[src/rtl/lci_defines.vh]
// Constants for the light curtain output and indicator block.
// Assumes inclusion by bare name from rtl/ files only.
`ifndef LCI_DEFINES_VH
`define LCI_DEFINES_VH

// ****************************************
// Geometry
// ****************************************
`define LCI_NUM_CH 16
`define LCI_GRP_SIZE 4
`define LCI_NUM_SEG 4

// ****************************************
// Timing
// ****************************************
// 250 ms half period at the 40 MHz reference clock, sized for the 24-bit counter
`define LCI_BLINK_HALF_CYC 24'h989680

// ****************************************
// Register byte offsets
// ****************************************
`define LCI_OFS_CTRL 8'h00
`define LCI_OFS_STATUS 8'h04
`define LCI_OFS_IRQ_STAT 8'h08
`define LCI_OFS_IRQ_MASK 8'h0c
`define LCI_OFS_BEAMS 8'h10

// ****************************************
// Field positions
// ****************************************
`define LCI_CTRL_MUTE_EN 0
`define LCI_CTRL_FORCE_OFF 1
`define LCI_ST_SAFETY_ON 0
`define LCI_ST_ALL_CLEAR 1
`define LCI_ST_MUTED 2
`define LCI_ST_STABLE 3
`define LCI_IRQ_OFF 0
`define LCI_IRQ_ON 1
`define LCI_IRQ_UNSTABLE 2
`define LCI_IRQ_MUTE 3
`define LCI_IRQ_W 4

// ****************************************
// Reset values
// ****************************************
`define LCI_CTRL_RST 2'h0
`define LCI_IRQ_MASK_RST 4'h0

`endif

[src/rtl/lci_light_curtain.v]
// Receiver-side decision and indicator logic of a safety light curtain.
// Assumes beam, muting, stability and indicator inputs synchronous to ref_clk,
// and a classic Wishbone master on the same clock.
`timescale 1ns/10ps
`include "lci_defines.vh"

// Summary of operation
// - Both safety outputs ON only when all beams clear or muting applies
// - Any interrupted beam turns both outputs OFF unless muting applies
// - Muting overrides the all-beams-clear decision
// - Red indicator input lights large lamp red
// - Green indicator input lights large lamp green
// - Indicator input off shows no colour
// - Stable light drives stability lamp green
// - Unstable light drives stability lamp orange
// - Blocked light path turns stability lamp off
// - Outputs ON light every alignment segment green
// - Top group receiving lights top segment red
// - Topmost channel receiving blinks top segment red
// - Upper middle group lights second segment red
// - Lower middle group lights third segment red
// - Bottom group receiving lights bottom segment red
// - Lowest channel receiving blinks bottom segment red
module lci_light_curtain #(
  parameter [23:0] BLINK_HALF_CYC = `LCI_BLINK_HALF_CYC
) (
  // Clock and reset
  input wire ref_clk,
  input wire nrst,

  // Wishbone slave
  input wire wb_cyc_i,
  input wire wb_stb_i,
  input wire wb_we_i,
  input wire [7:0] wb_adr_i,
  input wire [3:0] wb_sel_i,
  input wire [31:0] wb_dat_i,
  output reg [31:0] wb_dat_o,
  output reg wb_ack_o,

  // Optical front end
  input wire [`LCI_NUM_CH-1:0] beam_rx,
  input wire light_stable,
  input wire muting_active,

  // Large indicator inputs
  input wire big_red_in,
  input wire big_green_in,

  // Safety outputs
  output reg safety_output_a,
  output reg safety_output_b,

  // Indicators
  output reg light_stability_lamp_green,
  output reg light_stability_lamp_orange,
  output reg [`LCI_NUM_SEG-1:0] beam_alignment_display_green,
  output reg [`LCI_NUM_SEG-1:0] beam_alignment_display_red,
  output reg big_lamp_red,
  output reg big_lamp_green,

  // Interrupt
  output reg irq
);

  // ****************************************
  // Group decoding
  // ****************************************

  // Whole group receiving light; group 0 is the bottom one
  function grp_full;
    input [`LCI_NUM_CH-1:0] beams;
    input integer grp;
    integer i;
    begin
      grp_full = 1'b1;
      for (i = 0; i < `LCI_GRP_SIZE; i = i + 1) begin
        if (!beams[grp * `LCI_GRP_SIZE + i]) begin
          grp_full = 1'b0;
        end
      end
    end
  endfunction

  // Any channel of a group receiving light
  function grp_any;
    input [`LCI_NUM_CH-1:0] beams;
    input integer grp;
    integer i;
    begin
      grp_any = 1'b0;
      for (i = 0; i < `LCI_GRP_SIZE; i = i + 1) begin
        if (beams[grp * `LCI_GRP_SIZE + i]) begin
          grp_any = 1'b1;
        end
      end
    end
  endfunction

  // Write strobe of one register; shared by every writable offset
  function wr_hit;
    input commit;
    input [7:0] adr;
    input [7:0] ofs;
    begin
      wr_hit = commit && (adr == ofs);
    end
  endfunction

  // ****************************************
  // Display geometry
  // ****************************************

  // Segment 0 is the bottom one; its end channel is channel 0
  localparam SEG_BOT = 0;
  localparam SEG_TOP = `LCI_NUM_SEG - 1;
  localparam CH_BOT = 0;
  localparam CH_TOP = `LCI_NUM_CH - 1;

  // ****************************************
  // Register file state
  // ****************************************

  reg [1:0] ctrl_q;
  reg [`LCI_IRQ_W-1:0] irq_stat_q;
  reg [`LCI_IRQ_W-1:0] irq_stat_d;
  reg [`LCI_IRQ_W-1:0] irq_mask_q;
  reg [31:0] rd_data_d;

  wire bus_req;
  wire wr_commit;

  assign bus_req = wb_cyc_i & wb_stb_i;
  // The write lands on the edge where the master sees ack
  // Every writable field sits in byte 0, so sel bit 0 alone qualifies a write
  assign wr_commit = bus_req & wb_we_i & wb_ack_o & wb_sel_i[0];

  // ****************************************
  // Safety decision
  // ****************************************

  wire all_clear;
  wire muted;
  wire safety_d;
  reg safety_q;
  reg stable_q;
  reg muted_q;

  assign all_clear = &beam_rx;
  assign muted = muting_active & ctrl_q[`LCI_CTRL_MUTE_EN];
  // Force-off lets software hold the machine stopped, even over muting
  assign safety_d = (all_clear | muted) & ~ctrl_q[`LCI_CTRL_FORCE_OFF];

  // Two flops, so one stuck output shows as a disagreement to the machine
  always @(posedge ref_clk or negedge nrst) begin
    if (!nrst) begin
      safety_q <= 1'b0;
      safety_output_a <= 1'b0;
      safety_output_b <= 1'b0;
    end else begin
      // Both channels come from the same decision, each its own flop
      safety_output_a <= safety_d;
      safety_output_b <= safety_d;
      safety_q <= safety_d;
    end
  end

  // Previous-cycle copies feed the interrupt edge detectors
  always @(posedge ref_clk or negedge nrst) begin
    if (!nrst) begin
      stable_q <= 1'b0;
      muted_q <= 1'b0;
    end else begin
      stable_q <= light_stable & all_clear;
      muted_q <= muted;
    end
  end

  // ****************************************
  // Blink generator
  // ****************************************

  reg [23:0] blink_cnt_q;
  reg blink_q;
  wire blink_wrap;

  // Free-running, so the blink phase does not depend on when a beam appears
  assign blink_wrap = (blink_cnt_q == BLINK_HALF_CYC - 24'h000001);

  always @(posedge ref_clk or negedge nrst) begin
    if (!nrst) begin
      blink_cnt_q <= 24'h000000;
      blink_q <= 1'b0;
    end else if (blink_wrap) begin
      blink_cnt_q <= 24'h000000;
      blink_q <= ~blink_q;
    end else begin
      blink_cnt_q <= blink_cnt_q + 24'h000001;
    end
  end

  // ****************************************
  // Alignment display
  // ****************************************

  // Red decision per segment, before the green override
  wire [`LCI_NUM_SEG-1:0] seg_red_d;

  genvar g;
  generate
    for (g = 0; g < `LCI_NUM_SEG; g = g + 1) begin : g_seg
      reg red_d;
      always @* begin
        red_d = grp_full(beam_rx, g);
        // End channels blink while their group is only partly lit
        if (g == SEG_TOP) begin
          if (!red_d && beam_rx[CH_TOP]) begin
            red_d = blink_q;
          end
        end
        if (g == SEG_BOT) begin
          if (!red_d && beam_rx[CH_BOT]) begin
            red_d = blink_q;
          end
        end
      end
      assign seg_red_d[g] = red_d;
    end
  endgenerate

  // Both colours come from the same decision, so they never light together
  always @(posedge ref_clk or negedge nrst) begin
    if (!nrst) begin
      beam_alignment_display_green <= {`LCI_NUM_SEG{1'b0}};
      beam_alignment_display_red <= {`LCI_NUM_SEG{1'b0}};
    end else begin
      beam_alignment_display_green <= {`LCI_NUM_SEG{safety_d}};
      beam_alignment_display_red <= seg_red_d & ~{`LCI_NUM_SEG{safety_d}};
    end
  end

  // ****************************************
  // Stability lamp
  // ****************************************

  always @(posedge ref_clk or negedge nrst) begin
    if (!nrst) begin
      light_stability_lamp_green <= 1'b0;
      light_stability_lamp_orange <= 1'b0;
    end else begin
      // A blocked path overrides the stability classification
      light_stability_lamp_green <= all_clear & light_stable;
      light_stability_lamp_orange <= all_clear & ~light_stable;
    end
  end

  // ****************************************
  // Large indicator
  // ****************************************

  // Red and green inputs are independent, so both colours may show at once
  always @(posedge ref_clk or negedge nrst) begin
    if (!nrst) begin
      big_lamp_red <= 1'b0;
      big_lamp_green <= 1'b0;
    end else begin
      big_lamp_red <= big_red_in;
      big_lamp_green <= big_green_in;
    end
  end

  // ****************************************
  // Interrupt events
  // ****************************************

  wire [`LCI_IRQ_W-1:0] irq_ev;
  wire [`LCI_IRQ_W-1:0] irq_clr;

  assign irq_ev[`LCI_IRQ_OFF] = safety_q & ~safety_d;
  assign irq_ev[`LCI_IRQ_ON] = ~safety_q & safety_d;
  assign irq_ev[`LCI_IRQ_UNSTABLE] = stable_q & all_clear & ~light_stable;
  assign irq_ev[`LCI_IRQ_MUTE] = ~muted_q & muted;

  assign irq_clr = wr_hit(wr_commit, wb_adr_i, `LCI_OFS_IRQ_STAT) ?
                   wb_dat_i[`LCI_IRQ_W-1:0] : {`LCI_IRQ_W{1'b0}};

  // ****************************************
  // Interrupt status and request
  // ****************************************

  always @* begin
    // A new event in the clearing cycle is kept
    irq_stat_d = (irq_stat_q & ~irq_clr) | irq_ev;
  end

  always @(posedge ref_clk or negedge nrst) begin
    if (!nrst) begin
      irq_stat_q <= {`LCI_IRQ_W{1'b0}};
      irq <= 1'b0;
    end else begin
      irq_stat_q <= irq_stat_d;
      irq <= |(irq_stat_d & irq_mask_q);
    end
  end

  // ****************************************
  // Wishbone read data
  // ****************************************

  always @* begin
    rd_data_d = 32'h00000000;
    case (wb_adr_i)
      `LCI_OFS_CTRL: begin
        rd_data_d[1:0] = ctrl_q;
      end
      `LCI_OFS_STATUS: begin
        rd_data_d[`LCI_ST_SAFETY_ON] = safety_q;
        rd_data_d[`LCI_ST_ALL_CLEAR] = all_clear;
        rd_data_d[`LCI_ST_MUTED] = muted;
        rd_data_d[`LCI_ST_STABLE] = light_stable & all_clear;
      end
      `LCI_OFS_IRQ_STAT: begin
        rd_data_d[`LCI_IRQ_W-1:0] = irq_stat_q;
      end
      `LCI_OFS_IRQ_MASK: begin
        rd_data_d[`LCI_IRQ_W-1:0] = irq_mask_q;
      end
      `LCI_OFS_BEAMS: begin
        rd_data_d[`LCI_NUM_CH-1:0] = beam_rx;
      end
      default: begin
        rd_data_d = 32'h00000000;
      end
    endcase
  end

  // ****************************************
  // Wishbone handshake
  // ****************************************

  // Zero outside the ack cycle so a stale word is never taken for an answer
  always @(posedge ref_clk or negedge nrst) begin
    if (!nrst) begin
      wb_ack_o <= 1'b0;
      wb_dat_o <= 32'h00000000;
    end else begin
      // Unmapped addresses still answer, reading zero
      wb_ack_o <= bus_req & ~wb_ack_o;
      if (bus_req & ~wb_ack_o & ~wb_we_i) begin
        wb_dat_o <= rd_data_d;
      end else begin
        wb_dat_o <= 32'h00000000;
      end
    end
  end

  // ****************************************
  // Control and mask registers
  // ****************************************

  // Writes land only on the edge where the master sees ack
  always @(posedge ref_clk or negedge nrst) begin
    if (!nrst) begin
      ctrl_q <= `LCI_CTRL_RST;
      irq_mask_q <= `LCI_IRQ_MASK_RST;
    end else begin
      if (wr_hit(wr_commit, wb_adr_i, `LCI_OFS_CTRL)) begin
        ctrl_q <= wb_dat_i[1:0];
      end
      if (wr_hit(wr_commit, wb_adr_i, `LCI_OFS_IRQ_MASK)) begin
        irq_mask_q <= wb_dat_i[`LCI_IRQ_W-1:0];
      end
    end
  end

endmodule // lci_light_curtain

[config.mk]
export PLATFORM = sky130hd
export DESIGN_NAME = lci_light_curtain
export DESIGN_NICKNAME = d
export VERILOG_FILES = /design/src/rtl/lci_light_curtain.v
export VERILOG_INCLUDE_DIRS = /design/src /design/src/rtl
export SDC_FILE = /design/constraint.sdc
export NUM_CORES = 1
export LEC_CHECK = 0
export BUFFER_PORTS_ARGS = -buffer_cell sky130_fd_sc_hd__buf_2
export CAP_MARGIN = 25
export CORE_AREA = 8 8 82 102
export CTS_CLUSTER_DIAMETER = 30
export DETAILED_ROUTE_END_ITERATION = 10
export DIE_AREA = 0 0 90 110
export PLACE_DENSITY_LB_ADDON = 0.25
export SYNTH_ARGS = -nofsm -noshare
export SYNTH_HDL_FRONTEND = slang
export SYNTH_SLANG_ARGS = --single-unit
[constraint.sdc]
create_clock -name ref_clk -period 3.2 [get_ports ref_clk]
set_input_delay 0.64 -clock ref_clk [delete_from_list [all_inputs] [get_ports ref_clk]]
set_output_delay 0.64 -clock ref_clk [all_outputs]
set_load 0.005 [all_outputs]
==> results of run 1 <==
state kept, by name, indices dropped and copies added (netlist names):
register / flops
irq_mask_q: 4
big_lamp_red: 1
muted_q: 1
irq: 1
blink_q: 1
beam_alignment_display_red: 4
big_lamp_green: 1
beam_alignment_display_green: 1
ctrl_q: 2
blink_cnt_q: 24
light_stability_lamp_orange: 1
wb_ack_o: 1
wb_dat_o: 16
irq_stat_q: 4
light_stability_lamp_green: 1
final cells by class:
class / count / share of cell area [%]
sequential: 63 / 45.67
multi-input combinational: 184 / 33.16
timing repair buffer: 71 / 10.44
clock buffer: 9 / 3.588
tap: 90 / 3.262
clock inverter: 7 / 2.791
inverter: 10 / 1.087
report_power, final:
part,internal [mW],switching [mW],leakage [nW]
registers,0.800,0.00195,0.844
clock network,0.439,0.331,0.102
logic,0.0244,0.0437,0.855
worst reg2reg max path, cell delays in order, from the launching register on:
cell and delay, ns:
dfrtp_1 0.44, nor4_1 0.29, nand4_1 0.12, nor4_1 0.42, and2_1 0.47, xor2_1 0.21
how the worst min path moves through the flow:
stage | to | slack, ns | depth (start not counted)
3_5_place_dp | blink_cnt_q[14] | 0.48 | 1
3_3_place_gp | blink_cnt_q[14] | 0.47 | 1
2_1_floorplan | beam_alignment_display_green[0] | 0.34 | 0
6_report | big_lamp_green | 0.41 | 1
4_1_cts | big_lamp_green | 0.40 | 1
5_1_grt | big_lamp_green | 0.39 | 1
layer usage:
| layer | up-vias | track usage (%) | share of wire (%) |
|---|---|---|---|
| met4 | 0 | 5.602 | 1.5 |
| met1 | 1087 | 15.18 | 40 |
| li1 | 1044 | - | - |
| met3 | 8 | 5.149 | 5.3 |
| met2 | 66 | 24.76 | 53 |
| met5 | - | 0 | 0 |
logic make-up after synthesis:
| kind of cell | Yosys count | share of synthesized area [%] |
|---|---|---|
| buffers and inverters | 38 | 7.991 |
| AO/OA/AOI/OAI | 28 | 6.393 |
| other | 1 | 0.1295 |
| XOR/XNOR | 21 | 6.350 |
| multiplexers | 7 | 3.240 |
| adder cells (fa/ha/maj) | 1 | 0.4319 |
| AND/OR/NAND/NOR | 111 | 21.04 |
| flip-flops | 63 | 54.43 |
per-stage QoR:
stage                     cells  setup slack (ns)  hold WS, ns
after floorplan             285            0.9241       0.3444
after global placement      418            0.6094       0.4690
after detailed placement    418            0.6092       0.4750
after CTS                   434            0.9547       0.3966
after global routing        434            0.8719       0.3872
final                       434            0.9459       0.4061
cells in the final DEF (no fill, tap or decap), types with 2 or more instances in the layout:
master / synthesis / layout
buf_4: 21 / 2
a222oi_1: 2 / 2
o21ai_0: 6 / 6
buf_2: 2 / 69
a31oi_1: 2 / 2
xnor2_1: 10 / 10
and2_1: 2 / 2
nand4_1: 14 / 14
nor2_1: 23 / 23
a21oi_1: 7 / 7
dfrtp_1: 63 / 63
and4_1: 2 / 2
conb_1: 1 / 16
mux2_2: 3 / 3
a21o_1: 2 / 2
bufinv_16: 0 / 2
clkbuf_8: 0 / 9
nand3_1: 9 / 9
clkinvlp_4: 0 / 3
nand2_1: 22 / 22
and3_1: 18 / 18
inv_1: 10 / 10
nor4_1: 7 / 7
xor2_1: 11 / 11
mux2_4: 4 / 4
nor3_1: 4 / 4
a22oi_1: 3 / 3
==> summary.txt, run 1 <==
Outcome
  • Status: complete, no violations

Drt
  • DR iter-0 viols: 166
  • DRC: 0
  • DRT Wirelength: 6748 um
  • Number of routed nets with antenna violations: 0
  • First-pass DRT Iterations: 4
  • Vias/cell: 5.081
  • Avg WL per Cell: 15.55 um
  • Via count: 2205

Clock network
  • Clk sink count: 63
  • Post-CTS Resized: 0
  • Clock H-tree levels: 3
  • Clock slew at reported path FFs: 0.07 ns
  • Hold_buf cts: 0
  • Skew-Pair Late Insertion Delay: 0.34 ns
  • Maximum root-to-sink buffer count: 2
  • Num CTS Buffers: 9
  • TritonCTS clock tree: yes
  • Post-CTS Setup Bufs: 0
  • Clk Tree Root Cell: clkbuf_8

Worst setup path
  • Critical path's slowest cell: or4_4
  • Startpoint types: input port
  • CP required: 3.43 ns
  • CP arrival: 2.48 ns
  • Crit. Startpoint: wb_adr_i[4]
  • CP cell instances: buf_2 > or4_4 > nor4b_4 > and3_1 > mux2_4
  • Reg-to-reg slack, setup: 1.16 ns
  • Reg-to-Reg End: blink_q
  • CP top delay family: simple AND/OR/NAND/NOR gates
  • Critical path class: input port to register
  • RR Startpoint: blink_cnt_q[8]
  • Crit path largest cell delay: 0.58 ns
  • Worst-case reg-to-reg path depth: 5
  • Worst path bufs/invs: 1
  • Stages on worst setup path: 5
  • Crit Path Max Fanout: 6
  • CP endpoint: irq_mask_q[0]
  • CP endpoint kind: register

Global routing
  • Vias in the first global route: 2293
  • GR Overflow Total: 0
  • Largest net degree at the start of global routing: 64
  • Gr usage total: 14.04%
  • First-pass GRT wire length: 11060 um
  • Initial antenna violation count: 0

Die
  • Die area: 9900 um2
  • Initial core utilization: 42.56%
  • I/O pins: 117
  • Die width: 90 um
  • Row cnt: 34
  • Core footprint: 6807 um2
  • Die height: 110 um

Synth
  • Synth warnings: 0
  • Largest area contributor in the netlist: dfrtp_1
  • Main synth FF type: dfrtp_1
  • Seq/Total Area, Yosys: 54.43%
  • Most frequent cell after synthesis: dfrtp_1
  • Post-synth top cells: dfrtp_1, nor2_1, nand2_1
  • Count of cell types in the netlist: 43
  • Mapped Cells: 270
  • Yosys reg bits: 63
  • Synth Cell Area: 2897 um2
  • Number of synthesized flops with an enable pin: 0
  • Yosys top cell area share: 54.43%
  • Synth area leaders: dfrtp_1, buf_4, and3_1
  • Async S/R FF share, synth: 100.0%
  • Avg Cell Area, Syn: 10.73 um2

Finish
  • Diodes inserted: 0
  • Final Instance Area: 3452 um2
  • Register area: 1577 um2
  • Area Growth Syn to Fin: 19.18%
  • Fillers: 678
  • Layout cells sized above 1: 29.36%
  • Multi-input gate area: 1145 um2
  • Final Util: 50.72%
  • NumNets Final: 409

STA
  • Worst-Margin Slew: 0.7557 ns
  • Fmax achieved: 443.6 MHz
  • Final setup skew: 0.007665 ns
  • Max-slew violations: 0
  • Shortest period the worst path allows: 2.254 ns
  • Setup Viol. Count Final: 0
  • RSZ-0062 raised after global routing: no
  • Slew HR: 49.62%
  • Final Cycle Share: 70.44%
  • Final TNS setup: 0 ns
  • Final hold violation count: 0

Worst hold path
  • Worst hold path class: input port to register
  • Hold path start: big_green_in

Placed design
  • I/O Buffers: 69
  • Post-DP Area: 3232 um2
  • DPL Wire Length: 5081 um
  • Routability cong.: 0.8833

Power and ir drop
  • Power consumption: 1.640 mW
  • Leak pwr: 1.801 nW
  • Power density over the cells: 475.0 nW/um2
  • Max VDD drop: 370.1 uV

Run
  • Max-Cap Viols: 0
Power figures use the tool's default switching activity.
==> run 2: changes to the inputs <==
==> constraint.sdc (replaced) <==
create_clock -name ref_clk -period 2.4 [get_ports ref_clk]
set_input_delay 0.48 -clock ref_clk [delete_from_list [all_inputs] [get_ports ref_clk]]
set_output_delay 0.48 -clock ref_clk [all_outputs]
set_load 0.005 [all_outputs]
==> run 2 against run 1 <==
Net effect: combinational power grew 39%; clock skew fell by 0.0024 ns; critical path depth unchanged; clock-buffer cell count unchanged; final area is 1.0% higher; sequential share of layout area shrank 0.46 points; cell count rose by 0.69%; worst hold slack worse by 0.27 ns; global-route usage is essentially flat; total power grew 34%; worst setup slack got worse by 0.49 ns.
==> summary.txt, run 2 (synthesis gave the netlist of run 1 again) <==
Outcome
  • Status: complete, no violations

Drt
  • First-pass DRT Iterations: 5 (+1)
  • Avg WL per Cell: 15.49 um (-0.36%)
  • DRC: 0 (unchanged)
  • DRT Wirelength: 6770 um (+0.33%)
  • Vias/cell: 5.002 (-1.5%)
  • Via count: 2186 (-0.86%)
  • DR iter-0 viols: 103 (-38%)
  • Number of routed nets with antenna violations: 0 (unchanged)

Die
  • Core footprint: 6807 um2 (unchanged)
  • Die height: 110 um (unchanged)
  • Die width: 90 um (unchanged)
  • Initial core utilization: 42.56% (unchanged)
  • I/O pins: 117 (unchanged)
  • Row cnt: 34 (unchanged)
  • Die area: 9900 um2 (unchanged)

Clock network
  • Clock slew at reported path FFs: 0.07 ns (about the same)
  • Post-CTS Setup Bufs: 0 (unchanged)
  • TritonCTS clock tree: yes
  • Clk sink count: 63 (unchanged)
  • Hold_buf cts: 0 (unchanged)
  • Clock H-tree levels: 3 (unchanged)
  • Post-CTS Resized: 0 (unchanged)
  • Clk Tree Root Cell: clkbuf_8
  • Num CTS Buffers: 9 (unchanged)
  • Maximum root-to-sink buffer count: 2 (unchanged)
  • Skew-Pair Late Insertion Delay: 0.34 ns (about the same)

Finish
  • Layout cells sized above 1: 29.97% (+0.61 points)
  • Area Growth Syn to Fin: 20.39%
  • Final Instance Area: 3487 um2 (+1.0%)
  • Register area: 1577 um2 (unchanged)
  • Reg with most FFs: blink_cnt_q
  • Fillers: 669 (-1.3%)
  • Most frequent cells in the layout: buf_2, dfrtp_1, nor2_1
  • Multi-input gate area: 1145 um2 (unchanged)
  • Commonest non-fill, non-tap cell in the layout: buf_2
  • Largest regs: blink_cnt_q (24), wb_dat_o (16)
  • NumNets Final: 412 (+0.73%)
  • Max reg flops: 24 (unchanged)
  • Diodes inserted: 0 (unchanged)

Global routing
  • Met2 Usage GRT: 23.71% (-1.1 points)
  • GR Overflow Total: 0 (unchanged)
  • Met3 GRT Util: 4.539% (-0.61 points)
  • Initial antenna violation count: 0 (unchanged)
  • Vias in the first global route: 2232 (-2.7%)
  • Met1 Track Usage GR: 16.16% (+0.98 points)
  • First-pass GRT wire length: 11030 um (-0.24%)
  • Busiest grt layer: met2
  • Largest net degree at the start of global routing: 64 (unchanged)
  • Gr usage total: 14.03% (about the same)

Worst setup path
  • Critical path class: input port to register
  • Crit Path Max Fanout: 5 (-1)
  • CP required: 2.63 ns (-0.80 ns)
  • CP arrival: 2.17 ns (-0.31 ns)
  • Startpoint types: input port
  • CP endpoint kind: register

Placed design
  • Pre-CTS setup slack: 0.1172 ns (-0.4919 ns)
  • Routability cong.: 0.9257 (+4.8%)
  • I/O Buffers: 69 (unchanged)
  • DPL Wire Length: 5028 um (-1.0%)
  • Post-DP Area: 3267 um2 (+1.1%)

Power and ir drop
  • Combinational share of power: 4.3% (about the same)
  • Power density over the cells: 627.8 nW/um2 (+32%)
  • Switch share: 22.95% (about the same)
  • Leak pwr: 1.822 nW (+1.2%)
  • Psw: 0.5024 mW (+33%)
  • Clk pwr share: 46.9% (about the same)
  • Max VDD drop: 326.8 uV (-12%)
  • Int Pwr: 1.687 mW (+34%)
  • Sequential share of power: 48.8% (about the same)

STA
  • Setup ws final: 0.4593 ns (-0.4866 ns)
  • Max-slew violations: 0 (unchanged)
  • Final TNS setup: 0 ns (unchanged)
  • Final hold violation count: 0 (unchanged)
  • Final setup skew: 0.005247 ns (-0.002418 ns)
  • Setup Viol. Count Final: 0 (unchanged)
  • RSZ-0062 raised after global routing: no
  • Final Cycle Share: 80.86%
  • Fmax achieved: 515.3 MHz
  • Shortest period the worst path allows: 1.941 ns

Run
  • Max-Cap Viols: 0 (unchanged)

Worst hold path
  • Worst hold path class: input port to async pin
[run 2: area by class of cell]
class                      instances  share of cell area (%)
multi-input combinational        184                   32.83
inverter                          10                   1.076
timing repair buffer              74                   11.34
clock buffer                       9                   3.552
clock inverter                     7                   2.763
tap                               90                   3.229
sequential                        63                   45.21
[run 2: metal layers]
metal	share of wire [%]	routed length, um
met1	42	2833
met2	52	3538
met3	4.6	311
met4	1.3	87
met5	0	0
[run 2: path summary, 6_finish.rpt]
path,slack [ns],cells past startpoint,start,endpoint
worst max-delay path,0.46,5,wb_adr_i[4],irq_mask_q[3]
worst min-delay path,0.13,2,nrst,big_lamp_green
worst max register to register,0.47,6,blink_cnt_q[8],blink_q
worst min register to register,0.49,1,blink_cnt_q[14],blink_cnt_q[14]
max in group asynchronous,1.99,2,nrst,beam_alignment_display_red[0]
min in group ref_clk,0.25,1,big_red_in,big_lamp_red
[run 2: power groups by stage]
| stage | clock, mW | combinational [mW] | sequential, mW |
|---|---|---|---|
| final | 1.03 | 0.0944 | 1.07 |
| after global routing | 1.10 | 0.107 | 1.07 |
| after CTS | 1.05 | 0.0949 | 1.07 |
| after detailed placement | 0 | 0.0952 | 1.09 |
| after global placement | 0 | 0.0943 | 1.09 |
| after floorplan | 0 | 0.0389 | 1.09 |
[run 2: worst max-delay path, stage by stage]
cell	delay [ns]
buf_2	0.10
or4_4	0.58
nor4b_4	0.29
and3_1	0.38
mux2_4	0.33
[run 2: through the flow]
| stage | util [%] | power [mW] | std cells | hold WS [ns] |
|---|---|---|---|---|
| final | 51.23 | 2.189 | 437 | 0.1339 |
| after global routing | 51.23 | 2.273 | 437 | 0.1645 |
| after CTS | 51.23 | 2.209 | 437 | 0.1403 |
| after detailed placement | 48.00 | 1.184 | 421 | 0.4800 |
| after global placement | 48.00 | 1.183 | 421 | 0.4719 |
| after floorplan | - | 1.129 | 285 | 0.1844 |
